$ cat config.mk
export PLATFORM = sky130hd
export DESIGN_NAME = pci_target_config_space
export DESIGN_NICKNAME = d
export VERILOG_FILES = /design/src/pci_cfg_pkg.sv /design/src/byte_lane_merge.sv /design/src/pci_target_config_space.sv
export SDC_FILE = /design/constraint.sdc
export NUM_CORES = 1
export LEC_CHECK = 0
export BUFFER_PORTS_ARGS = -buffer_cell sky130_fd_sc_hd__buf_2
export CAP_MARGIN = 30
export CELL_PAD_IN_SITES_DETAIL_PLACEMENT = 1
export CELL_PAD_IN_SITES_GLOBAL_PLACEMENT = 1
export CORE_UTILIZATION = 35
export CTS_BUF_LIST = sky130_fd_sc_hd__clkbuf_2
export DETAILED_ROUTE_END_ITERATION = 8
export GPL_TIMING_DRIVEN = 0
export PLACE_DENSITY = 0.75
export SETUP_SLACK_MARGIN = 0.3
export SYNTH_ARGS = -nofsm -noshare
export SYNTH_HDL_FRONTEND = slang
export SYNTH_HIERARCHICAL = 1
export SYNTH_SLANG_ARGS = --single-unit
$ cat constraint.sdc
create_clock -name clock -period 1.5 [get_ports clock]
set_input_delay 0.3 -clock clock [delete_from_list [all_inputs] [get_ports clock]]
set_output_delay 0.3 -clock clock [all_outputs]
set_load 0.01 [all_outputs]
$ cat src/pci_cfg_pkg.sv
// Constants, field positions and helpers for the configuration register bank
`default_nettype none

package pci_cfg_pkg;

  // ****************************************************************
  // Configuration byte offsets
  // ****************************************************************
  localparam logic [7:0] OFS_VENDOR_IDENT = 8'h00;
  localparam logic [7:0] OFS_DEVICE_IDENT = 8'h02;
  localparam logic [7:0] OFS_COMMAND_CONTROL = 8'h04;
  localparam logic [7:0] OFS_BUS_STATUS_FLAGS = 8'h06;
  localparam logic [7:0] OFS_SILICON_REVISION = 8'h08;
  localparam logic [7:0] OFS_PROGRAMMING_INTERFACE = 8'h09;
  localparam logic [7:0] OFS_SUBCLASS_CODE = 8'h0a;
  localparam logic [7:0] OFS_CLASS_CODE = 8'h0b;
  localparam logic [7:0] OFS_HEADER_LAYOUT = 8'h0e;
  localparam logic [7:0] OFS_MEMORY_WINDOW_ADDRESS = 8'h10;
  localparam logic [7:0] OFS_EXPANSION_ROM_ADDRESS = 8'h30;

  // ****************************************************************
  // Fixed contents
  // ****************************************************************
  localparam logic [7:0] CLASS_CODE_VALUE = 8'h03;
  localparam logic [7:0] SUBCLASS_CODE_VALUE = 8'h00;
  localparam logic [7:0] PROGRAMMING_INTERFACE_VALUE = 8'h00;
  localparam logic [7:0] HEADER_LAYOUT_VALUE = 8'h00;

  // ****************************************************************
  // Command field positions, masks and reset value
  // ****************************************************************
  localparam int CMD_IO_ENABLE = 0;
  localparam int CMD_MEM_ENABLE = 1;
  localparam int CMD_PALETTE_SNOOP = 5;
  localparam int CMD_PARITY_RESPONSE = 6;
  localparam int CMD_WAIT_CYCLE = 7;
  localparam int CMD_SERR_ENABLE = 8;
  localparam logic [15:0] CMD_WRITABLE_MASK = 16'h0163;
  localparam logic [15:0] CMD_FIXED_ONES = 16'h0080;
  localparam logic [15:0] CMD_RESET = 16'h0000;

  // ****************************************************************
  // Status field positions and fixed pattern
  // ****************************************************************
  localparam int STAT_DETECTED_PARITY = 15;
  localparam int STAT_SIGNALED_SYSERR = 14;
  localparam int STAT_SIGNALED_TABORT = 11;
  localparam logic [15:0] STAT_FIXED_ONES = 16'h0280;
  localparam logic [2:0] STAT_FLAGS_RESET = 3'h0;

  // ****************************************************************
  // Base address registers
  // ****************************************************************
  localparam logic [31:0] MEM_WINDOW_WRITABLE_MASK = 32'hff00_0000;
  localparam logic [31:0] ROM_WRITABLE_MASK = 32'hfffc_0001;
  localparam logic [31:0] BASE_RESET = 32'h0000_0000;
  localparam int ROM_DECODE_ENABLE = 0;

  // Adjacent active byte enables only; none active counts as adjacent
  function automatic logic lanes_adjacent(input logic [3:0] be);
    logic ok;
    ok = 1'b1;
    unique case (be)
      4'h5, 4'h9, 4'ha, 4'hb, 4'hd: ok = 1'b0;
      default: ok = 1'b1;
    endcase
    return ok;
  endfunction : lanes_adjacent

endpackage : pci_cfg_pkg

`default_nettype wire

$ cat src/byte_lane_merge.sv
// Byte-lane write merge with a per-bit writable mask
`default_nettype none

module byte_lane_merge #(
  parameter int BYTES = 4,
  parameter logic [8*BYTES-1:0] WRITABLE = '0
) (
  input wire logic [8*BYTES-1:0] old_value, // Current contents
  input wire logic [8*BYTES-1:0] write_data, // Data from the write
  input wire logic [BYTES-1:0] byte_en, // Active-high lane enables
  output logic [8*BYTES-1:0] next_value // Merged result
);

  always_comb begin
    for (int i = 0; i < BYTES; i++) begin
      for (int b = 0; b < 8; b++) begin
        if (byte_en[i] && WRITABLE[8*i+b]) begin
          next_value[8*i+b] = write_data[8*i+b];
        end else begin
          next_value[8*i+b] = old_value[8*i+b];
        end
      end
    end
  end

endmodule : byte_lane_merge

`default_nettype wire

$ cat src/pci_target_config_space.sv
// Configuration header register bank of a target-only display controller
`default_nettype none

// Behaviour
// [RULE1] Offset 00h returns fixed vendor code, read-only
// [RULE2] Offset 02h returns fixed device code, read-only
// [RULE3] Registers reached only by configuration cycles
// [RULE4] Command bits 15-9 always read zero
// [RULE5] System-error enable resets 0, gates error signalling
// [RULE6] Command bit 7 always reads one
// [RULE7] Parity response resets 0, enables parity-error signal
// [RULE8] Address parity: system error needs bits 6,8
// [RULE9] Palette snoop set: skip palette reads only
// [RULE10] Command bits 4-2 read zero; ignore special cycles
// [RULE11] Memory enable resets 0, gates frame-buffer decode
// [RULE12] I/O enable resets 0, gates port decode
// [RULE13] Host uses only adjacent byte enables
// [RULE14] Status: write one clears, zero keeps
// [RULE15] Any parity error sets status bit 15
// [RULE16] Status 14 records asserted system error
// [RULE17] Status bits 13 and 12 read zero
// [RULE18] Non-adjacent I/O enables: target abort, bit 11
// [RULE19] Status bits 10-9 read binary 01
// [RULE20] Status bit 7 always reads one
// [RULE21] Base class code reads 03h
// [RULE22] Memory base: bits 31-24 writable only
// [RULE23] Reserved offsets read zero, ignore writes
// [RULE24] Writes touch only enabled byte lanes

module pci_target_config_space #(
  parameter logic [15:0] VENDOR_CODE = 16'h1234, // Arbitrary value
  parameter logic [15:0] DEVICE_CODE = 16'h5678, // Arbitrary value
  parameter logic [7:0] REVISION_CODE = 8'h01 // Arbitrary value
) (
  input wire logic clock, // Bus clock
  input wire logic resetn, // Bus reset, active low
  input wire logic ce, // Clock enable, freezes all state when low
  input wire logic cfg_read, // Configuration read request
  input wire logic cfg_write, // Configuration write request
  input wire logic [5:0] cfg_dword, // Dword index, byte offset bits 7-2
  input wire logic [3:0] cfg_byte_en, // Active-high byte enables
  input wire logic [31:0] cfg_wdata, // Write data
  input wire logic addr_parity_err, // Address parity error seen, pulse
  input wire logic data_parity_err, // Data parity error seen, pulse
  input wire logic io_access, // Claimed-range I/O cycle, pulse
  input wire logic [3:0] io_byte_en, // Active-high byte enables of it
  output logic [31:0] cfg_rdata, // Read data
  output logic cfg_done, // Request completed, pulse
  output logic perr_pulse, // Request to drive parity-error line
  output logic serr_pulse, // Request to drive system-error line
  output logic io_target_abort, // Request to end I/O cycle with abort
  output logic io_decode_en, // I/O port decoding enabled
  output logic mem_decode_en, // Frame-buffer memory decoding enabled
  output logic palette_read_claim, // Palette reads are claimed
  output logic rom_decode_en, // Expansion ROM decoding enabled
  output logic [7:0] mem_window_base, // Memory window address bits 31-24
  output logic [13:0] rom_base // ROM address bits 31-18
);

  // ****************************************************************
  // Request decode
  // ****************************************************************
  localparam logic [5:0] IDX_IDENT = pci_cfg_pkg::OFS_VENDOR_IDENT[7:2];
  localparam logic [5:0] IDX_CMD_STAT = pci_cfg_pkg::OFS_COMMAND_CONTROL[7:2];
  localparam logic [5:0] IDX_CLASS = pci_cfg_pkg::OFS_SILICON_REVISION[7:2];
  localparam logic [5:0] IDX_HEADER = pci_cfg_pkg::OFS_HEADER_LAYOUT[7:2];
  localparam logic [5:0] IDX_MEM = pci_cfg_pkg::OFS_MEMORY_WINDOW_ADDRESS[7:2];
  localparam logic [5:0] IDX_ROM = pci_cfg_pkg::OFS_EXPANSION_ROM_ADDRESS[7:2];

  logic [15:0] command_control;
  logic [2:0] status_flags;
  logic [31:0] memory_window_address;
  logic [31:0] expansion_rom_address;
  logic [15:0] next_command;
  logic [31:0] next_mem;
  logic [31:0] next_rom;
  logic [15:0] status_value;
  logic [31:0] read_value;
  logic wr_cmd_stat;
  logic wr_mem;
  logic wr_rom;
  logic abort_event;
  logic syserr_event;
  logic parity_event;
  logic [2:0] clear_flags;

  // Only configuration requests reach the bank
  assign wr_cmd_stat = cfg_write && cfg_dword == IDX_CMD_STAT; // RULE3
  assign wr_mem = cfg_write && cfg_dword == IDX_MEM;
  assign wr_rom = cfg_write && cfg_dword == IDX_ROM;

  // ****************************************************************
  // Write merge
  // ****************************************************************
  byte_lane_merge #(
    .BYTES(2),
    .WRITABLE(pci_cfg_pkg::CMD_WRITABLE_MASK)
  ) merge_command (
    .old_value(command_control),
    .write_data(cfg_wdata[15:0]),
    .byte_en(wr_cmd_stat ? cfg_byte_en[1:0] : 2'h0), // RULE24
    .next_value(next_command)
  );

  byte_lane_merge #(
    .BYTES(4),
    .WRITABLE(pci_cfg_pkg::MEM_WINDOW_WRITABLE_MASK)
  ) merge_mem (
    .old_value(memory_window_address),
    .write_data(cfg_wdata),
    .byte_en(wr_mem ? cfg_byte_en : 4'h0), // RULE22 RULE24
    .next_value(next_mem)
  );

  byte_lane_merge #(
    .BYTES(4),
    .WRITABLE(pci_cfg_pkg::ROM_WRITABLE_MASK)
  ) merge_rom (
    .old_value(expansion_rom_address),
    .write_data(cfg_wdata),
    .byte_en(wr_rom ? cfg_byte_en : 4'h0), // RULE24
    .next_value(next_rom)
  );

  // ****************************************************************
  // Command register and the enables it drives
  // ****************************************************************
  always_ff @(posedge clock or negedge resetn) begin
    if (!resetn) begin
      command_control <= pci_cfg_pkg::CMD_RESET; // RULE5 RULE7 RULE11 RULE12
    end else if (ce) begin
      command_control <= next_command;
    end
  end

  // Kept as separate flops so every output comes straight from a register
  always_ff @(posedge clock or negedge resetn) begin
    if (!resetn) begin
      io_decode_en <= 1'b0;
      mem_decode_en <= 1'b0;
      palette_read_claim <= 1'b1;
      rom_decode_en <= 1'b0;
      mem_window_base <= 8'h00;
      rom_base <= 14'h0000;
    end else if (ce) begin
      io_decode_en <= next_command[pci_cfg_pkg::CMD_IO_ENABLE]; // RULE12
      mem_decode_en <= next_command[pci_cfg_pkg::CMD_MEM_ENABLE]; // RULE11
      palette_read_claim <= !next_command[pci_cfg_pkg::CMD_PALETTE_SNOOP]; // RULE9
      // ROM needs the memory enable as well as its own decode bit
      rom_decode_en <= next_rom[pci_cfg_pkg::ROM_DECODE_ENABLE]
        && next_command[pci_cfg_pkg::CMD_MEM_ENABLE];
      mem_window_base <= next_mem[31:24];
      rom_base <= next_rom[31:18];
    end
  end

  always_ff @(posedge clock or negedge resetn) begin
    if (!resetn) begin
      memory_window_address <= pci_cfg_pkg::BASE_RESET;
      expansion_rom_address <= pci_cfg_pkg::BASE_RESET;
    end else if (ce) begin
      memory_window_address <= next_mem;
      expansion_rom_address <= next_rom;
    end
  end

  // ****************************************************************
  // Error events and status flags
  // ****************************************************************
  assign parity_event = addr_parity_err || data_parity_err;
  assign syserr_event = addr_parity_err && command_control[pci_cfg_pkg::CMD_PARITY_RESPONSE]
    && command_control[pci_cfg_pkg::CMD_SERR_ENABLE]; // RULE5 RULE8
  // Special cycles never reach here, so nothing to decode for them
  assign abort_event = io_access && io_decode_en
    && !pci_cfg_pkg::lanes_adjacent(io_byte_en); // RULE18

  // Flags: bit 2 detected parity, bit 1 system error, bit 0 target abort
  always_comb begin
    clear_flags = 3'h0;
    if (wr_cmd_stat && cfg_byte_en[3]) begin
      clear_flags[2] = cfg_wdata[31]; // RULE14
      clear_flags[1] = cfg_wdata[30];
      clear_flags[0] = cfg_wdata[27];
    end
  end

  always_ff @(posedge clock or negedge resetn) begin
    if (!resetn) begin
      status_flags <= pci_cfg_pkg::STAT_FLAGS_RESET;
    end else if (ce) begin
      // A new event beats a clear in the same cycle
      status_flags[2] <= parity_event || (status_flags[2] && !clear_flags[2]); // RULE15 RULE14
      status_flags[1] <= syserr_event || (status_flags[1] && !clear_flags[1]); // RULE16 RULE8
      status_flags[0] <= abort_event || (status_flags[0] && !clear_flags[0]); // RULE18 RULE14
    end
  end

  always_ff @(posedge clock or negedge resetn) begin
    if (!resetn) begin
      perr_pulse <= 1'b0;
      serr_pulse <= 1'b0;
      io_target_abort <= 1'b0;
    end else if (ce) begin
      perr_pulse <= parity_event
        && command_control[pci_cfg_pkg::CMD_PARITY_RESPONSE]; // RULE7
      serr_pulse <= syserr_event; // RULE8
      io_target_abort <= abort_event; // RULE18
    end
  end

  // ****************************************************************
  // Read path
  // ****************************************************************
  always_comb begin
    status_value = pci_cfg_pkg::STAT_FIXED_ONES; // RULE17 RULE19 RULE20
    status_value[pci_cfg_pkg::STAT_DETECTED_PARITY] = status_flags[2];
    status_value[pci_cfg_pkg::STAT_SIGNALED_SYSERR] = status_flags[1];
    status_value[pci_cfg_pkg::STAT_SIGNALED_TABORT] = status_flags[0];
  end

  always_comb begin
    unique case (cfg_dword)
      IDX_IDENT: read_value = {DEVICE_CODE, VENDOR_CODE}; // RULE1 RULE2
      IDX_CMD_STAT: read_value = {status_value,
        command_control | pci_cfg_pkg::CMD_FIXED_ONES}; // RULE4 RULE6 RULE10
      IDX_CLASS: read_value = {pci_cfg_pkg::CLASS_CODE_VALUE, pci_cfg_pkg::SUBCLASS_CODE_VALUE,
        pci_cfg_pkg::PROGRAMMING_INTERFACE_VALUE, REVISION_CODE}; // RULE21
      IDX_HEADER: read_value = {8'h00, pci_cfg_pkg::HEADER_LAYOUT_VALUE, 16'h0000}; // RULE23
      IDX_MEM: read_value = memory_window_address; // RULE22
      IDX_ROM: read_value = expansion_rom_address;
      default: read_value = 32'h0000_0000; // RULE23
    endcase
  end

  always_ff @(posedge clock or negedge resetn) begin
    if (!resetn) begin
      cfg_rdata <= 32'h0000_0000;
      cfg_done <= 1'b0;
    end else if (ce) begin
      cfg_done <= cfg_read || cfg_write;
      if (cfg_read) begin
        cfg_rdata <= read_value; // RULE3
      end
    end
  end
endmodule : pci_target_config_space

`default_nettype wire

==> out/metrics.csv, run 1 <==
stage;metric;value;unit
sta;minimum clock period;1.74;ns
critical_path;RR Endpoint;rom_base[11];
synth;synthesized net count;566;
sta;Total Neg Setup Slack;-8.29;ns
finish;most frequent cells in the layout;120 x buf_4, 119 x dfrtp_1, 87 x buf_6, 65 x buf_2, 57 x mux2_4;
global_routing;initial antenna violation count;1;
sta;clk_skew;0.0360;ns
critical_path;slowest stage delay, CP;0.47;ns
critical_path;Worst Setup End Kind;primary output;
finish;# nets final;812;
global_routing;global-route wire length before repair;30000;um
critical_path;Slowest-stage cell, CP;dfrtp_1;
sta;# setup viols final;62;
global_routing;overall global routing resource usage;22.3;%
finish;fin util;53.4;%
critical_path;CP Cell Sequence;buf_6, buf_6;
clocking;# H-tree levels;4;
critical_path;startpoint types;flop;
finish;Final Non-Filler Cells;996;
sta;Final WS setup;-0.239;ns
finish;Final Instance Area;9230;sq um
finish;synthesis-to-finish area growth;48.9;%
die;DIE AREA;18300;sq um
die;IO Pins;116;
sta;Hold Slack;0.0757;ns
routing;post-DR wirelength/cell;21.2;um
synth;Syn Area/Cell;12.1;sq um
place;GPL Wtd Cong;0.776;
sta;Hold Vio Cnt, Final;0;
outcome;failing checks;negative setup slack;
global_routing;Overflow after GRT;0;
clocking;CTS tree;yes;
die;Initial Utilization;35.9;%
global_routing;largest net degree at the start of global routing;63;
critical_path;Crit Path Category;flop to primary output;
die;Cell Rows;48;
routing;vias per cell;5.00;
finish;fillers;1810;
routing;initial DRC count;167;
die;Die Width;135;um
die;Core Area;17300;sq um
sta;fin crit share;116;%
routing;# DRC;0;
critical_path;most numerous cell on the critical path;buf_6;
power_and_ir_drop;maximum vdd ir drop;0.434;mV
critical_path;Reg-to-Reg Start;rom_base[11];
outcome;status;finished with violations;
clocking;CTS Sinks;120;
critical_path;critical path data arrival time;1.44;ns
place;Port-buffer cells;102;
critical_path;R2R Setup Slk;0.12;ns
global_routing;vias in the first global route;5452;
clocking;clk_lat worst skew;0.75;ns
sta;RSZ-0062 raised after global routing;true;
flow_run;max cap viols;0;
place;post-DP HPWL;12300;um
die;die height;135;um
power_and_ir_drop;Leakage;4.76;nW
routing;final wirelength;21100;um
clocking;cts bufs inserted;17;
clocking;CTS clk-pin slew, worst paths;0.19;ns
critical_path;R2R cell count;5;
sta;Worst-Margin Slew;0.761;ns
critical_path;Worst Path Required;1.20;ns
place;placed cell area;7370;sq um
clocking;Root Buffer;clkbuf_2;
synth;YS warnings;6;
power_and_ir_drop;Cell Pwr Density;847;nW/um^2
routing;antenna viol nets, final;0;
hold_path;hold crit path type;input pin to async pin;
finish;commonest non-fill, non-tap cell in the layout;buf_4;
routing;Vias;4978;
finish;share of layout cells above drive strength 1;63.1;%
sta;fmax;0.575;GHz
synth;Post-Syn Instances;512;
routing;DR pass1 iterations;4;
clocking;maximum buffer depth of the clock tree;2;
critical_path;CP max FO;2;
sta;Rel. slew slack;49.2;%
sta;Slew Viols, Final;0;
synth;Syn Std Cell Area;6200;sq um
place;placed cells;840;
-- worst max-delay path: cells and delay by family, from the launching register on --
kind | cells | cell delay (ns)
buf+inv | 2 | 0.24
flops | 1 | 0.47
-- per-stage QoR --
| stage | worst slack, ns | power [mW] |
|---|---|---|
| after global placement | -1.37 | 4.77 |
| final | -0.239 | 7.82 |
| after global routing | -0.299 | 8.11 |
| after floorplan | -0.570 | 4.36 |
| after CTS | -0.276 | 7.52 |
| after detailed placement | -0.981 | 4.83 |
-- routing by layer --
metal / global-route usage (%) / wire (um) / vias up
li1: - / - / 2237
met1: 26.1 / 8390 / 2572
met2: 39.6 / 11400 / 132
met3: 4.35 / 756 / 37
met4: 9.05 / 548 / 0
met5: 0 / 0 / -
-- report_power, final --
| group | internal, mW | total (mW) | switching (mW) | leakage [nW] |
|---|---|---|---|---|
| Sequential | 3.39 | 3.53 | 0.142 | 1.66 |
| Clock | 0.915 | 2.20 | 1.29 | 0.142 |
| Combinational | 1.27 | 2.08 | 0.808 | 2.97 |
| Total | 5.58 | 7.82 | 2.24 | 4.76 |
-- how the worst max path moves through the flow --
stage / start / endpoint / cells after the start
after floorplan: cfg_dword[1] / mem_window_base[0] / 7
after global placement: resetn / rom_base[1] / 1
after detailed placement: cfg_dword[1] / mem_window_base[4] / 8
after CTS: mem_window_base[1] / mem_window_base[1] / 2
after global routing: rom_base[13] / rom_base[13] / 2
final: rom_base[13] / rom_base[13] / 2
-- layout make-up --
type	count	area, sq um	share of cell area (%)
inverter	3	11.3	0.122
multi-input combinational	286	2880	31.2
tap	225	282	3.05
timing repair buffer	227	1930	20.9
clock buffer	20	100	1.08
sequential	120	3000	32.5
clock inverter	11	131	1.42
buffer	103	891	9.65
antenna	1	2.50	0.0271
-- flip-flops by register name (all words and copies together) (netlist names) --
name,count
expansion_rom_address,18
io_target_abort,1
palette_read_claim,1
perr_pulse,1
rom_decode_en,1
command_control,15
status_flags,3
cfg_done,1
serr_pulse,1
mem_window_base,8
memory_window_address,24
cfg_rdata,32
rom_base,14
-- what timing repair did --
action | CTS | global route
setup endpoints to repair | 95 | 105
endpoints found under the hold margin | 157 | 0
resized for setup | 84 | 47
hold buffers | 29 | 0
pin swaps | 10 | 19
setup buffers | 53 | 41
cloned | 0 | 1
Note: power is estimated with default switching activity, not from simulation.
==> inputs of run 2 (changes only) <==
--- a/config.mk
+++ b/config.mk
@@ -5,6 +5,7 @@
 export SDC_FILE = /design/constraint.sdc
 export NUM_CORES = 1
 export LEC_CHECK = 0
+export ABC_AREA = 1
 export BUFFER_PORTS_ARGS = -buffer_cell sky130_fd_sc_hd__buf_2
 export CAP_MARGIN = 30
 export CELL_PAD_IN_SITES_DETAIL_PLACEMENT = 1
@@ -13,8 +14,9 @@
 export CTS_BUF_LIST = sky130_fd_sc_hd__clkbuf_2
 export DETAILED_ROUTE_END_ITERATION = 8
 export GPL_TIMING_DRIVEN = 0
-export PLACE_DENSITY = 0.75
+export PLACE_DENSITY = 0.81
 export SETUP_SLACK_MARGIN = 0.3
+export SLEW_MARGIN = 20
 export SYNTH_ARGS = -nofsm -noshare
 export SYNTH_HDL_FRONTEND = slang
 export SYNTH_HIERARCHICAL = 1
==> out/metrics.csv, run 2 <==
stage;metric;value;unit;change
critical_path;CP max FO;2;;unchanged
finish;synthesis-to-finish area growth;37.2;%;
clocking;Root Buffer;clkbuf_2;;
finish;most flop-heavy register;cfg_rdata;;
finish;max FFs per register;32;;unchanged
finish;most frequent cells in the layout;451 x nand2_1, 124 x buf_4, 116 x dfrtp_1, 80 x buf_2, 64 x buf_6;;
routing;# DRC;0;;unchanged
critical_path;Worst path top cell family by delay;flip-flops;;
sta;Final WS setup;-0.199;ns;+0.0408 ns
power_and_ir_drop;NetSw;2.12;mW;-5.2%
flow_run;max cap viols;0;;unchanged
synth;synthesized net count;894;;+58%
die;DIE AREA;18400;sq um;+0.77%
die;die height;136;um;+0.38%
sta;Rel. slew slack;54.7;%;+5.5 points
clocking;cts bufs inserted;17;;unchanged
finish;fillers;2170;;+20%
sta;Worst-Margin Slew;0.680;ns;-0.0819 ns
power_and_ir_drop;Leakage;4.98;nW;+4.5%
sta;minimum clock period;1.70;ns;-0.0408 ns
power_and_ir_drop;Clock power frac;27.9;%;-0.3 points
die;Initial Utilization;36.0;%;+0.16 points
critical_path;startpoint types;flop;;
critical_path;Slowest-stage cell, CP;dfrtp_1;;
synth;Syn Std Cell Area;6250;sq um;+0.79%
clocking;CTS Sinks;120;;unchanged
finish;commonest non-fill, non-tap cell in the layout;nand2_1;;
critical_path;Worst Setup End Kind;primary output;;
critical_path;most numerous cell on the critical path;buf_6;;
sta;fmax;0.589;GHz;+2.4%
critical_path;Worst Path Required;1.20;ns;about the same
critical_path;Crit Path Category;flop to primary output;;
critical_path;CP bufs+invs;2;;unchanged
synth;Syn Area/Cell;7.44;sq um;-39%
sta;Total Neg Setup Slack;-5.47;ns;+2.82 ns
global_routing;initial antenna violation count;0;;-1
power_and_ir_drop;maximum vdd ir drop;0.433;mV;-0.25%
critical_path;critical path data arrival time;1.40;ns;-0.04 ns
finish;share of layout cells above drive strength 1;31.4;%;-32 points
power_and_ir_drop;Flop pwr share;50.3;%;+5.1 points
routing;vias per cell;4.80;;-3.9%
sta;RSZ-0062 raised after global routing;true;;
clocking;CTS tree;yes;;
routing;DR pass1 iterations;5;;+1
die;IO Pins;116;;unchanged
clocking;clk_lat worst skew;0.69;ns;-0.06 ns
power_and_ir_drop;switching fraction of total power;30.2;%;+1.6 points
power_and_ir_drop;Cell Pwr Density;818;nW/um^2;-3.4%
hold_path;hold crit path type;input pin to async pin;;
die;Cell Rows;48;;unchanged
outcome;failing checks;negative setup slack;;
die;Core Area;17400;sq um;+0.35%
routing;initial DRC count;321;;+92%
die;Die Width;136;um;+0.38%
synth;YS warnings;6;;unchanged
global_routing;Overflow after GRT;0;;unchanged
global_routing;global-route wire length before repair;34500;um;+15%
power_and_ir_drop;combinational power share;21.7;%;-4.9 points
sta;clk_skew;0.0247;ns;-0.0113 ns
global_routing;overall global routing resource usage;25.0;%;+2.7 points
place;Port-buffer cells;101;;-0.98%
outcome;status;finished with violations;;
routing;post-DR wirelength/cell;17.1;um;-19%
critical_path;CP Cell Sequence;buf_6, buf_6;;
routing;antenna viol nets, final;0;;unchanged
clocking;CTS clk-pin slew, worst paths;0.19;ns;about the same
sta;Slew Viols, Final;0;;unchanged
sta;fin crit share;113;%;-2.7 points
routing;Vias;6275;;+26%
place;GPL Wtd Cong;0.835;;+7.5%
global_routing;largest net degree at the start of global routing;70;;+11%
finish;# nets final;1124;;+38%
power_and_ir_drop;Int Power;4.89;mW;-12%
synth;Post-Syn Instances;840;;+64%
clocking;maximum buffer depth of the clock tree;2;;unchanged
place;post-DP HPWL;14200;um;+16%
sta;# setup viols final;62;;unchanged
finish;ant diodes;0;;-1
routing;final wirelength;22400;um;+6.2%
sta;Hold Vio Cnt, Final;0;;unchanged
critical_path;slowest stage delay, CP;0.46;ns;about the same
finish;Largest regs;cfg_rdata (32), memory_window_address (24), expansion_rom_address (18);;
clocking;# H-tree levels;4;;unchanged
global_routing;vias in the first global route;6524;;+20%
finish;fin util;49.4;%;-4.0 points
## run 2: layout make-up
class / instances / area [sq um] / area share (%)
sequential: 120 / 3010 / 35.1
inverter: 34 / 135 / 1.58
timing repair buffer: 211 / 1670 / 19.5
multi-input combinational: 576 / 2420 / 28.2
clock buffer: 18 / 90.1 / 1.05
tap: 225 / 282 / 3.28
buffer: 110 / 861 / 10.0
clock inverter: 13 / 113 / 1.31
## run 2: through the flow
stage / cells / setup slack [ns] / power [mW] / hold WS [ns] / area [sq um]
floorplan: 840 / -0.0377 / 4.15 / 0.00441 / 6290
global placement: 1166 / -1.50 / 4.55 / 0.457 / 7080
detailed placement: 1167 / -0.633 / 4.60 / 0.365 / 7120
CTS: 1276 / -0.273 / 6.90 / 0.00280 / 8210
global route: 1307 / -0.270 / 7.33 / 0.121 / 8580
finish: 1307 / -0.199 / 7.02 / 0.152 / 8580
## run 2: repair_timing
item,CTS,global route
gates resized for setup,46,48
hold buffers,32,1
setup endpoints to repair,70,155
pin swaps,2,10
buffers inserted,46,30
endpoints found under the hold margin,107,2
## run 2: worst paths after layout
kind                                start                  to  depth (start not counted)  slack (ns)
setup / recovery              rom_base[6]         rom_base[6]                          2       -0.20
hold / removal                     resetn       rom_decode_en                          2        0.15
setup reg to reg              rom_base[7]       cfg_rdata[25]                          6        0.35
hold reg to reg             cfg_rdata[16]       cfg_rdata[16]                          2        0.50
max in group asynchronous          resetn         rom_base[5]                          3        0.60
min in group clock         cfg_byte_en[0]  palette_read_claim                          7        0.16
## run 2: routing by layer
| metal | part of all wire, % | track usage (%) | up-vias |
|---|---|---|---|
| met5 | 0 | 0 | - |
| met2 | 51 | 43.6 | 151 |
| met3 | 4.6 | 4.86 | 30 |
| met4 | 1.4 | 6.55 | 0 |
| met1 | 43 | 31.2 | 3115 |
| li1 | - | - | 2979 |
## run 2: power by group through the flow
stage	logic [mW]	registers, mW	clock network (mW)
finish	1.53	3.53	1.96
detailed placement	0.992	3.61	0
global placement	0.951	3.60	0
CTS	1.38	3.52	2.00
floorplan	0.576	3.57	0
global route	1.66	3.55	2.12
